## src/logic/srs_pkg.sv

```systemverilog
// Constants for the serial register slave: function codes, address map, frame layout, CRC and timing.
// Assumes a byte stream from a receiver on the same clock and a transmitter that accepts bytes on a handshake.
package srs_pkg;

	// ==========================================================
	// Function codes
	localparam logic [7:0] FC_READ_HOLD = 8'h03;
	localparam logic [7:0] FC_READ_INPUT = 8'h04;
	localparam logic [7:0] FC_WRITE_MULTI = 8'h10;
	localparam logic [7:0] FC_READ_WRITE = 8'h17;

	// ==========================================================
	// Address map, in register words
	localparam logic [15:0] CMD_BASE = 16'h03e8;
	localparam logic [15:0] CMD_WORD_A = 16'h03e9;
	localparam logic [15:0] CMD_WORD_B = 16'h03ea;
	localparam logic [15:0] STAT_BASE = 16'h07d0;
	localparam logic [15:0] STAT_WORD_A = 16'h07d0;
	localparam logic [15:0] STAT_WORD_B = 16'h07d1;
	localparam logic [7:0] SLAVE_ID_DEF = 8'h09;
	localparam int CMD_COUNT_DEF = 3;
	localparam int STAT_COUNT_DEF = 2;
	localparam int MAX_FRAME_DEF = 32;

	// ==========================================================
	// Frame layout, byte positions and fixed lengths
	localparam int POS_ID = 0;
	localparam int POS_FC = 1;
	localparam int POS_ADDR = 2;
	localparam int POS_CNT = 4;
	localparam int POS_BC = 6;
	localparam int POS_WADDR = 6;
	localparam int POS_WCNT = 8;
	localparam int POS_WBC = 10;
	localparam int WR_DATA_POS = 7;
	localparam int RW_DATA_POS = 11;
	localparam int CRC_LEN = 2;
	localparam int MIN_LEN = 4;
	localparam int READ_REQ_LEN = 8;
	localparam int RD_HDR_LEN = 3;
	localparam int WR_REPLY_LEN = 8;

	// ==========================================================
	// CRC: reflected polynomial, all ones start, zero residue over a good frame
	localparam logic [15:0] CRC_INIT = 16'hffff;
	localparam logic [15:0] CRC_POLY = 16'ha001;
	localparam logic [15:0] CRC_GOOD = 16'h0000;

	// ==========================================================
	// Timing: silence that ends a frame
	localparam int CLK_PERIOD_NS = 25;
	localparam int GAP_NS = 1750000;
	localparam int GAP_CYCLES = (GAP_NS + CLK_PERIOD_NS - 1) / CLK_PERIOD_NS;

endpackage

```

## src/logic/srs_crc16.sv

```systemverilog
// Byte-wise CRC-16 accumulator used for checking received frames and building replies.
// Assumes clr_i and en_i come from logic on the same clock; clear wins over update.
module srs_crc16
(
	// Clock and reset
	input wire logic core_clk_i,
	input wire logic rst_i,
	// Control and data
	input wire logic clr_i,
	input wire logic en_i,
	input wire logic [7:0] data_i,
	// Running checksum
	output logic [15:0] crc_o
);

	// ==========================================================
	// One byte step of the reflected CRC
	function automatic logic [15:0] crc_step(input logic [15:0] crc, input logic [7:0] data);
		logic [15:0] c;
		c = crc ^ {8'h00, data};
		for (int i = 0; i < 8; i++)
		begin
			if (c[0])
				c = (c >> 1) ^ srs_pkg::CRC_POLY;
			else
				c = c >> 1;
		end
		return c;
	endfunction

	// Accumulator register
	always_ff @(posedge core_clk_i)
	begin
		if (rst_i || clr_i)
			crc_o <= srs_pkg::CRC_INIT;
		else if (en_i)
			crc_o <= crc_step(crc_o, data_i);
	end

endmodule

```

## src/logic/srs_gap.sv

```systemverilog
// Frame end detector: pulses once when the line has been quiet long enough after a byte.
// Assumes byte_i is a one-cycle strobe per received byte from logic on the same clock.
module srs_gap #(
	parameter int unsigned GAP_CYCLES = srs_pkg::GAP_CYCLES
)
(
	// Clock and reset
	input wire logic core_clk_i,
	input wire logic rst_i,
	// Byte strobe in, frame end out
	input wire logic byte_i,
	output logic frame_end_o
);

	localparam int CW = $clog2(GAP_CYCLES + 1);
	localparam logic [CW-1:0] LAST = CW'(GAP_CYCLES - 1);

	logic [CW-1:0] idle_cnt_ff;
	logic open_ff;
	logic gap_hit;

	assign gap_hit = open_ff && !byte_i && (idle_cnt_ff == LAST);

	// Quiet time counter, restarted by every byte
	always_ff @(posedge core_clk_i)
	begin
		if (rst_i || byte_i)
			idle_cnt_ff <= '0;
		else if (open_ff && !gap_hit)
			idle_cnt_ff <= idle_cnt_ff + 1'b1;
	end

	// Frame open from first byte until the gap
	always_ff @(posedge core_clk_i)
	begin
		if (rst_i)
			open_ff <= 1'b0;
		else if (byte_i)
			open_ff <= 1'b1;
		else if (gap_hit)
			open_ff <= 1'b0;
	end

	// End pulse
	always_ff @(posedge core_clk_i)
	begin
		if (rst_i)
			frame_end_o <= 1'b0;
		else
			frame_end_o <= gap_hit;
	end

endmodule

```

## src/logic/srs_slave.sv

```systemverilog
// Serial register slave: decodes request frames, writes command bytes, replies with live status.
// Assumes a receiver delivering one-cycle byte strobes and a transmitter taking bytes on valid/ready,
// both on core_clk_i; status bytes come from logic on the same clock.
//
// Operation
// - Function 03 returns requested status registers
// - Read reply: id, code, byte count, data, CRC
// - Two status words hold gripper state bytes
// - Function 04 behaves as 03, echoing 04
// - Function 16 writes the command registers
// - Write reply echoes address and count only
// - Function 23 writes commands and reads status
// - Combined reply: byte count, status ascending, CRC
// - Status sampled live while reply is sent
// - Every frame ends with a CRC-16
// - Addresses and counts travel high byte first
// - Data bytes keep gripper byte order
// - Command and status spaces at fixed bases
module srs_slave #(
	parameter logic [7:0] SLAVE_ID = srs_pkg::SLAVE_ID_DEF,
	parameter int CMD_COUNT = srs_pkg::CMD_COUNT_DEF,
	parameter int STAT_COUNT = srs_pkg::STAT_COUNT_DEF,
	parameter int MAX_FRAME = srs_pkg::MAX_FRAME_DEF,
	parameter int unsigned GAP_CYCLES = srs_pkg::GAP_CYCLES
)
(
	// Clock and reset
	input wire logic core_clk_i,
	input wire logic rst_i,
	// Received bytes
	input wire logic rx_valid_i,
	input wire logic [7:0] rx_data_i,
	// Reply bytes
	output logic tx_valid_o,
	output logic [7:0] tx_data_o,
	input wire logic tx_ready_i,
	// Gripper status bytes, byte k at bits 8k+7:8k
	input wire logic [STAT_COUNT*16-1:0] status_bytes_i,
	// Gripper command bytes, byte k at bits 8k+7:8k
	output logic [CMD_COUNT*16-1:0] cmd_bytes_o,
	output logic cmd_update_o,
	// Discarded frame
	output logic frame_drop_o
);

	localparam int IW = $clog2(MAX_FRAME + 1);
	localparam int CMD_BYTES = CMD_COUNT * 2;
	localparam int STAT_BYTES = STAT_COUNT * 2;

	typedef enum logic [1:0] {SRS_RX, SRS_CHECK, SRS_TX} srs_state_t;

	srs_state_t state_ff;
	logic [7:0] rx_buf_ff [MAX_FRAME];
	logic [IW-1:0] rx_len_ff;
	logic ovf_ff;
	logic [7:0] cmd_ff [CMD_BYTES];
	logic [IW-1:0] tx_idx_ff;
	logic [IW-1:0] tx_len_ff;
	logic tx_read_ff;
	logic [15:0] rd_off_ff;
	logic [7:0] tx_bc_ff;
	logic [15:0] rx_crc;
	logic [15:0] tx_crc;
	logic frame_end;
	logic rx_take;

	// ==========================================================
	// Helpers
	function automatic logic [7:0] rx_at(input logic [15:0] idx);
		logic [7:0] b;
		b = 8'h00;
		for (int i = 0; i < MAX_FRAME; i++)
		begin
			if (idx == 16'(i))
				b = rx_buf_ff[i];
		end
		return b;
	endfunction

	// Big-endian word from the frame
	function automatic logic [15:0] rx_word(input int pos);
		return {rx_buf_ff[pos], rx_buf_ff[pos+1]};
	endfunction

	// Address window check in 17-bit arithmetic
	function automatic logic in_range(input logic [15:0] addr, input logic [15:0] cnt,
		input logic [15:0] base, input logic [15:0] n);
		logic [16:0] stop;
		stop = {1'b0, addr} + {1'b0, cnt};
		return (cnt != 16'h0000) && (addr >= base) && (stop <= ({1'b0, base} + {1'b0, n}));
	endfunction

	// ==========================================================
	// Sub-blocks
	srs_gap #(
		.GAP_CYCLES(GAP_CYCLES)
	) u_gap (
		.core_clk_i(core_clk_i),
		.rst_i(rst_i),
		.byte_i(rx_valid_i),
		.frame_end_o(frame_end)
	);

	assign rx_take = (state_ff == SRS_RX) && rx_valid_i;

	srs_crc16 u_rx_crc (
		.core_clk_i(core_clk_i),
		.rst_i(rst_i),
		.clr_i(state_ff == SRS_CHECK),
		.en_i(rx_take),
		.data_i(rx_data_i),
		.crc_o(rx_crc)
	);

	// ==========================================================
	// Request decode
	logic [15:0] len_x;
	logic [15:0] rd_addr;
	logic [15:0] rd_cnt;
	logic [15:0] wr_addr;
	logic [15:0] wr_cnt;
	logic [15:0] wr_bc;
	logic [15:0] data_pos;
	logic head_ok;
	logic req_ok;
	logic req_read;
	logic req_write;

	// Validate the captured frame and pick out its fields
	always_comb
	begin
		len_x = 16'(rx_len_ff);
		rd_addr = rx_word(srs_pkg::POS_ADDR);
		rd_cnt = rx_word(srs_pkg::POS_CNT);
		wr_addr = rx_word(srs_pkg::POS_ADDR);
		wr_cnt = rx_word(srs_pkg::POS_CNT);
		wr_bc = {8'h00, rx_buf_ff[srs_pkg::POS_BC]};
		data_pos = 16'(srs_pkg::WR_DATA_POS);
		req_ok = 1'b0;
		req_read = 1'b0;
		req_write = 1'b0;
		head_ok = !ovf_ff && (len_x >= 16'(srs_pkg::MIN_LEN)) && (rx_buf_ff[srs_pkg::POS_ID] == SLAVE_ID)
			&& (rx_crc == srs_pkg::CRC_GOOD);
		case (rx_buf_ff[srs_pkg::POS_FC])
			srs_pkg::FC_READ_HOLD, srs_pkg::FC_READ_INPUT:
			begin
				req_read = 1'b1;
				req_ok = (len_x == 16'(srs_pkg::READ_REQ_LEN))
					&& in_range(rd_addr, rd_cnt, srs_pkg::STAT_BASE, 16'(STAT_COUNT));
			end
			srs_pkg::FC_WRITE_MULTI:
			begin
				req_write = 1'b1;
				req_ok = (len_x == 16'(srs_pkg::WR_DATA_POS + srs_pkg::CRC_LEN) + wr_bc)
					&& (wr_bc == {wr_cnt[14:0], 1'b0})
					&& in_range(wr_addr, wr_cnt, srs_pkg::CMD_BASE, 16'(CMD_COUNT));
			end
			srs_pkg::FC_READ_WRITE:
			begin
				req_read = 1'b1;
				req_write = 1'b1;
				wr_addr = rx_word(srs_pkg::POS_WADDR);
				wr_cnt = rx_word(srs_pkg::POS_WCNT);
				wr_bc = {8'h00, rx_buf_ff[srs_pkg::POS_WBC]};
				data_pos = 16'(srs_pkg::RW_DATA_POS);
				req_ok = (len_x == 16'(srs_pkg::RW_DATA_POS + srs_pkg::CRC_LEN) + wr_bc)
					&& (wr_bc == {wr_cnt[14:0], 1'b0})
					&& in_range(rd_addr, rd_cnt, srs_pkg::STAT_BASE, 16'(STAT_COUNT))
					&& in_range(wr_addr, wr_cnt, srs_pkg::CMD_BASE, 16'(CMD_COUNT));
			end
			default:
			begin
				req_ok = 1'b0;
			end
		endcase
	end

	logic accept;
	logic tx_take;
	logic tx_more;

	assign accept = (state_ff == SRS_CHECK) && head_ok && req_ok;
	assign tx_take = (state_ff == SRS_TX) && (!tx_valid_o || tx_ready_i);
	assign tx_more = tx_idx_ff < tx_len_ff;

	// ==========================================================
	// Control state
	always_ff @(posedge core_clk_i)
	begin
		if (rst_i)
			state_ff <= SRS_RX;
		else
			unique case (state_ff)
				SRS_RX: if (frame_end) state_ff <= SRS_CHECK;
				SRS_CHECK: state_ff <= accept ? SRS_TX : SRS_RX;
				SRS_TX: if (tx_take && !tx_more) state_ff <= SRS_RX;
				default: state_ff <= SRS_RX; // Unused code falls back to receive
			endcase
	end

	// Frame capture; bytes outside the receive state are ignored
	always_ff @(posedge core_clk_i)
	begin
		if (rst_i || state_ff == SRS_CHECK)
		begin
			rx_len_ff <= '0;
			ovf_ff <= 1'b0;
		end
		else if (rx_take)
		begin
			if (rx_len_ff < IW'(MAX_FRAME))
				rx_len_ff <= rx_len_ff + 1'b1;
			else
				ovf_ff <= 1'b1;
		end
	end

	// Frame buffer
	always_ff @(posedge core_clk_i)
	begin
		for (int i = 0; i < MAX_FRAME; i++)
		begin
			if (rst_i)
				rx_buf_ff[i] <= 8'h00;
			else if (rx_take && rx_len_ff == IW'(i))
				rx_buf_ff[i] <= rx_data_i;
		end
	end

	// Command bytes; frame data order is gripper byte order
	always_ff @(posedge core_clk_i)
	begin
		for (int j = 0; j < CMD_BYTES; j++)
		begin
			if (rst_i)
				cmd_ff[j] <= 8'h00;
			else if (accept && req_write && 16'(j) >= {wr_addr - srs_pkg::CMD_BASE, 1'b0}
				&& 16'(j) < {wr_addr - srs_pkg::CMD_BASE + wr_cnt, 1'b0})
				cmd_ff[j] <= rx_at(data_pos + 16'(j) - {wr_addr[14:0] - srs_pkg::CMD_BASE[14:0], 1'b0});
		end
	end

	// Command update and drop pulses
	always_ff @(posedge core_clk_i)
	begin
		if (rst_i)
		begin
			cmd_update_o <= 1'b0;
			frame_drop_o <= 1'b0;
		end
		else
		begin
			cmd_update_o <= accept && req_write;
			frame_drop_o <= (state_ff == SRS_CHECK) && !accept;
		end
	end

	genvar g;
	for (g = 0; g < CMD_BYTES; g++)
	begin : g_cmd
		assign cmd_bytes_o[g*8 +: 8] = cmd_ff[g];
	end

	// ==========================================================
	// Reply set-up
	always_ff @(posedge core_clk_i)
	begin
		if (rst_i)
		begin
			tx_len_ff <= '0;
			tx_read_ff <= 1'b0;
			rd_off_ff <= 16'h0000;
			tx_bc_ff <= 8'h00;
		end
		else if (accept)
		begin
			tx_read_ff <= req_read;
			rd_off_ff <= rd_addr - srs_pkg::STAT_BASE;
			tx_bc_ff <= {rd_cnt[6:0], 1'b0};
			if (req_read)
				tx_len_ff <= IW'(srs_pkg::RD_HDR_LEN + srs_pkg::CRC_LEN) + IW'({rd_cnt[IW-2:0], 1'b0});
			else
				tx_len_ff <= IW'(srs_pkg::WR_REPLY_LEN);
		end
	end

	// Next reply byte, declared ahead of the reply checksum that reads it
	logic [7:0] tx_byte;
	logic [15:0] stat_idx;

	srs_crc16 u_tx_crc (
		.core_clk_i(core_clk_i),
		.rst_i(rst_i),
		.clr_i(state_ff == SRS_CHECK),
		.en_i(tx_take && tx_more && (tx_idx_ff < tx_len_ff - IW'(srs_pkg::CRC_LEN))),
		.data_i(tx_byte),
		.crc_o(tx_crc)
	);

	// Next reply byte; status bytes are read from the live inputs as they go out
	always_comb
	begin
		stat_idx = {rd_off_ff[14:0], 1'b0} + 16'(tx_idx_ff) - 16'(srs_pkg::RD_HDR_LEN);
		tx_byte = 8'h00;
		if (tx_idx_ff == tx_len_ff - IW'(srs_pkg::CRC_LEN))
			tx_byte = tx_crc[7:0];
		else if (tx_idx_ff == tx_len_ff - 1'b1)
			tx_byte = tx_crc[15:8];
		else if (tx_idx_ff < IW'(srs_pkg::POS_ADDR))
			tx_byte = rx_at(16'(tx_idx_ff));
		else if (!tx_read_ff)
			tx_byte = rx_at(16'(tx_idx_ff));
		else if (tx_idx_ff == IW'(srs_pkg::POS_ADDR))
			tx_byte = tx_bc_ff;
		else
			for (int k = 0; k < STAT_BYTES; k++)
			begin
				if (stat_idx == 16'(k))
					tx_byte = status_bytes_i[k*8 +: 8];
			end
	end

	// Reply byte stream
	always_ff @(posedge core_clk_i)
	begin
		if (rst_i || state_ff == SRS_CHECK)
			tx_idx_ff <= '0;
		else if (tx_take && tx_more)
			tx_idx_ff <= tx_idx_ff + 1'b1;
	end

	always_ff @(posedge core_clk_i)
	begin
		if (rst_i)
		begin
			tx_valid_o <= 1'b0;
			tx_data_o <= 8'h00;
		end
		else if (tx_take)
		begin
			tx_valid_o <= tx_more;
			if (tx_more)
				tx_data_o <= tx_byte;
		end
	end

endmodule

```

## config.mk

```make
export PLATFORM = sky130hd
export DESIGN_NAME = srs_slave
export DESIGN_NICKNAME = d
export VERILOG_FILES = /design/src/logic/srs_pkg.sv /design/src/logic/srs_crc16.sv /design/src/logic/srs_gap.sv /design/src/logic/srs_slave.sv
export SDC_FILE = /design/constraint.sdc
export NUM_CORES = 1
export LEC_CHECK = 0
export BUFFER_PORTS_ARGS = -buffer_cell sky130_fd_sc_hd__buf_2
export CELL_PAD_IN_SITES_DETAIL_PLACEMENT = 1
export CELL_PAD_IN_SITES_GLOBAL_PLACEMENT = 1
export CORE_MARGIN = 3
export CORE_UTILIZATION = 35
export CTS_CLUSTER_DIAMETER = 40
export DETAILED_ROUTE_END_ITERATION = 10
export PLACE_DENSITY = 0.64
export SETUP_SLACK_MARGIN = 0.02
export SYNTH_ARGS = -nofsm -noshare
export SYNTH_HDL_FRONTEND = slang
export SYNTH_HIERARCHICAL = 1
export SYNTH_SLANG_ARGS = --single-unit
```

## constraint.sdc

```tcl
create_clock -name core_clk_i -period 9.3 [get_ports core_clk_i]
set_input_delay 0.93 -clock core_clk_i [delete_from_list [all_inputs] [get_ports core_clk_i]]
set_output_delay 0.93 -clock core_clk_i [all_outputs]
set_load 0.05 [all_outputs]
```

==> key figures <==
Run status
  • Outcome: completed

Cells and area
  • Utilization of the core after routing: 0.405
  • Area overhead of the layout relative to synthesis: 14.1%
  • Sequential cell area in the final layout: roughly 11000 um2
  • Layout cell share with drive strength beyond 1: 0.118
  • Layout filler cell count: 11000
  • Area taken by multi-input logic gates: 20600 um2
  • Final Cell Area: 38100 um2
  • Post-layout nets: between 4000 and 5000

Die
  • Horiz. Die Dim: 315 um
  • Number of placed I/O pins: about 100
  • Effective utilization at floorplan: 0.355
  • CORE AREA: 94000 um2
  • Row count: 112
  • Die Footprint: between 90000 and 100000 um2
  • Die height: ~320 um

Placement
  • Placed standard-cell area: 35200 um2
  • Pre-CTS WS: around 2200 ps
  • Final estimated routing congestion in global placement: between 1 and 1.5
  • HPWL after detailed placement: 135 mm
  • Number of input and output port buffers inserted: 102

Yosys
  • Mapped Area: 33400 um2
  • Gate count after technology mapping: 4018
  • Syn Area/Cell: 8.32 um2
  • Async set-or-reset flop fraction in the synthesized netlist: 0
  • Number of flip-flops and latches in the synthesized netlist: about 400
  • Dominant cells by area after synthesis: sky130_fd_sc_hd__edfxtp_1, sky130_fd_sc_hd__dfxtp_1, sky130_fd_sc_hd__and2_1
  • Net Count, Synth: between 4000 and 5000
  • Share of the synthesized area in the top cell type: 0.273
  • Share of synthesized area occupied by flip-flops and latches: 0.336
  • Synth Warn #: 6
  • Cell type with the highest aggregate area in the netlist: sky130_fd_sc_hd__edfxtp_1
  • Unique cell type count in the Yosys netlist: 101
  • Count of flip-flops with a built-in enable after synthesis: approximately 300
  • Post-synth top flop: sky130_fd_sc_hd__edfxtp_1

STA
  • Final critical-path setup slack: 2040 ps
  • Slew @ Worst Pin: approximately 1300 ps
  • Setup repair after global routing missed its margin: no
  • Setup total negative slack: 0 ps
  • Final hold viol count: 0
  • Highest attainable clock frequency: around 140 MHz
  • Time the final worst path needs with I/O delays and setup: a little over 7000 ps
  • Final worst-path cycle share: 0.781
  • Slew HR: 0.125
  • Count of endpoints failing setup in the final report: 0
  • Max Transition Viols Final: 0
  • Post-Route Skew: 72.3 ps

Power and ir drop
  • Switching power of the nets: 2.10 mW
  • Worst IR Drop VDD: 0.162 mV
  • Internal power of the cells: 4.29 mW
  • Leakage Power: 14.1 nW
  • Final Power: 6.39 mW
  • Sequential share of power: 0.342
  • Switching Fraction: 0.328
  • Clock share of power: 0.483
  • Combinational share of power: 0.175
  • Power density relative to cell area: 168 nW/um2

Setup path
  • Launch point of the worst path: rx_buf_ff[0][12]$_SDFFCE_PN0P_
  • Element type at the critical path start: flop
  • Critical path arrival: 7650 ps
  • Critical path capture point type: flop
  • Category of the most critical setup path: flop to flop
  • Highest net fanout along the worst path: 20
  • Required time of the critical path: 9690 ps
  • Reg-to-Reg Start: rx_buf_ff[0][12]$_SDFFCE_PN0P_

Clock network
  • Num CTS Buffers: 80
  • Maximum root-to-sink buffer count: 3
  • Level count of the clock H-tree: 3
  • Buffers inserted by post-CTS timing repair: 0
  • Clock latency on the worst-skew pair: 700 ps
  • Total of cells resized after clock tree synthesis: 0
  • Cell at the root of the clock tree: sky130_fd_sc_hd__clkbuf_16
  • Clock-pin slew reported for the worst setup and hold paths after clock tree synthesis: 50 ps
  • Count of hold-fix buffers inserted at cts: 0
  • CTS tree: yes
  • Number of clock sinks: just over 400

GRT
  • Pin count of the biggest net entering global routing: 75
  • Vias in the first global route: 33600
  • GRT Residual Overflow: 0
  • Global-route usage over all layers: 0.358
  • Wire length of the first global-routing pass: 256 mm
  • Antenna violations before repair: 9

Route
  • Routed wirelength normalized by instance count: between 30 and 40 um
  • Post-DRT Antenna Nets: 0
  • Total vias in the final route: 35300
  • DRC violations left: 0
  • Overall routed net length: 183 mm
  • Drt first-iter violations: about 4900
  • Via-to-Cell Ratio: 6.62
  • Number of iterations in the first detailed-routing pass: 8

Job
  • Total of max-cap violations: 0

Hold path
  • Hold Path Origin: u_gap/frame_end_o$_SDFF_PP0_
  • Worst hold-check path type: flop to flop
## state kept, by name, summed over array words and instances, names as in the netlist
| register | flops |
|---|---|
| tx_len_ff | 6 |
| tx_idx_ff | 6 |
| ovf_ff | 1 |
| rx_len_ff | 6 |
| tx_valid_o | 1 |
| rd_off_ff | 15 |
| u_gap/open_ff | 1 |
| u_gap/frame_end_o | 1 |
| frame_drop_o | 1 |
| cmd_update_o | 1 |
| tx_data_o | 8 |
| tx_bc_ff | 7 |
| rx_buf_ff | 256 |
| state_ff | 2 |
| u_tx_crc/crc_o | 16 |
| u_gap/idle_cnt_ff | 17 |
| u_rx_crc/crc_o | 16 |
| cmd_ff | 48 |
## layout make-up
class / instances / area share
Inverter: 120 / 0.0119
Multi-Input combinational cell: 3178 / 0.541
Sequential cell: 409 / 0.295
Clock buffer: 87 / 0.0543
Tap cell: 1254 / 0.0412
Timing Repair Buffer: 216 / 0.0358
Antenna cell: 5 / 0.000328
Clock inverter: 63 / 0.0209
## routing by layer
layer / up-vias / track usage / routed length [um]
met2: 2220 / 0.525 / 75800
met3: 492 / 0.108 / 22100
met1: 17700 / 0.481 / 73700
met5: - / 0.0138 / 195
met4: 4 / 0.166 / 10700
li1: 14900 / - / -
## through the flow
step,cells,hold WS [ps]
floorplan,4018,437
global placement,5177,446
detailed placement,5177,460
CTS,5327,470
global route,5327,488
finish,5332,464
## worst paths after layout
path | slack (ps) | depth (start not counted) | end
setup / recovery | 2040 | 21 | cmd_ff[5][2]$_SDFFCE_PN0P_
hold / removal | 460 | 1 | state_ff[0]$_SDFFE_PP0P_
setup reg to reg | 2040 | 21 | cmd_ff[5][2]$_SDFFCE_PN0P_
hold reg to reg | 460 | 1 | state_ff[0]$_SDFFE_PP0P_
## cells in the mapped netlist (all sizes together), types with 51 or more instances
master / count
a221oi: 55
a21oi: 284
nor3: 102
a31oi: 51
a211oi: 72
and2: 305
o22ai: 52
xor2: 63
clkbuf: 266
dfxtp: 105
o21ai: 242
o211ai: 53
mux2i: 72
edfxtp: 304
xnor2: 116
inv: 117
nand3: 111
ha: 106
nand2: 467
nor2: 349
## kinds of logic after synthesis
group	after synthesis	synth area share
AND/OR/NAND/NOR	1622	0.241
multiplexers	124	0.0529
adder cells (fa/ha/maj)	112	0.0433
XOR/XNOR	182	0.0496
buffers and inverters	431	0.0499
AO/OA/AOI/OAI	1138	0.227
flip-flops	409	0.336
## power by group through the flow
| stage | sequential, mW | clock, mW | combinational, mW |
|---|---|---|---|
| global placement | 2.21 | 0 | 1.07 |
| global route | 2.18 | 3.20 | 1.17 |
| CTS | 2.17 | 3.12 | 1.08 |
| finish | 2.19 | 3.09 | 1.12 |
| floorplan | 2.15 | 0 | 0.660 |
| detailed placement | 2.21 | 0 | 1.08 |
## cell usage in the layout, fill, tap and decap left out, drive strengths merged, types with 35 or more instances in the layout
cell	count
a211oi	72
a21oi	284
a221oi	55
a31oi	51
and2	305
and3	35
buf	216
clkbuf	87
dfxtp	105
edfxtp	304
ha	106
inv	140
mux2i	72
mux4	41
nand2	467
nand3	111
nand4	47
nor2	349
nor3	102
nor4	39
o211ai	53
o21ai	242
o22ai	52
xnor2	116
xor2	63
## critical path, cell delays in order, from the launching register on
cell	delay, ps
sky130_fd_sc_hd__edfxtp_1	840
sky130_fd_sc_hd__inv_1	270
sky130_fd_sc_hd__nor3_4	270
sky130_fd_sc_hd__mux2i_1	720
sky130_fd_sc_hd__ha_1	660
sky130_fd_sc_hd__and3b_1	300
sky130_fd_sc_hd__a2111oi_0	540
sky130_fd_sc_hd__xnor2_1	220
sky130_fd_sc_hd__a21oi_1	100
sky130_fd_sc_hd__buf_4	230
sky130_fd_sc_hd__ha_1	260
sky130_fd_sc_hd__nor2_1	130
sky130_fd_sc_hd__a2bb2oi_1	180
sky130_fd_sc_hd__o2111ai_1	130
sky130_fd_sc_hd__nor4b_1	310
sky130_fd_sc_hd__nand4_1	110
sky130_fd_sc_hd__or4_1	430
sky130_fd_sc_hd__nor4b_1	300
sky130_fd_sc_hd__buf_4	250
sky130_fd_sc_hd__a211o_1	430
sky130_fd_sc_hd__or2_2	240
sky130_fd_sc_hd__a211oi_1	60
Note: power is estimated with default switching activity, not from simulation.
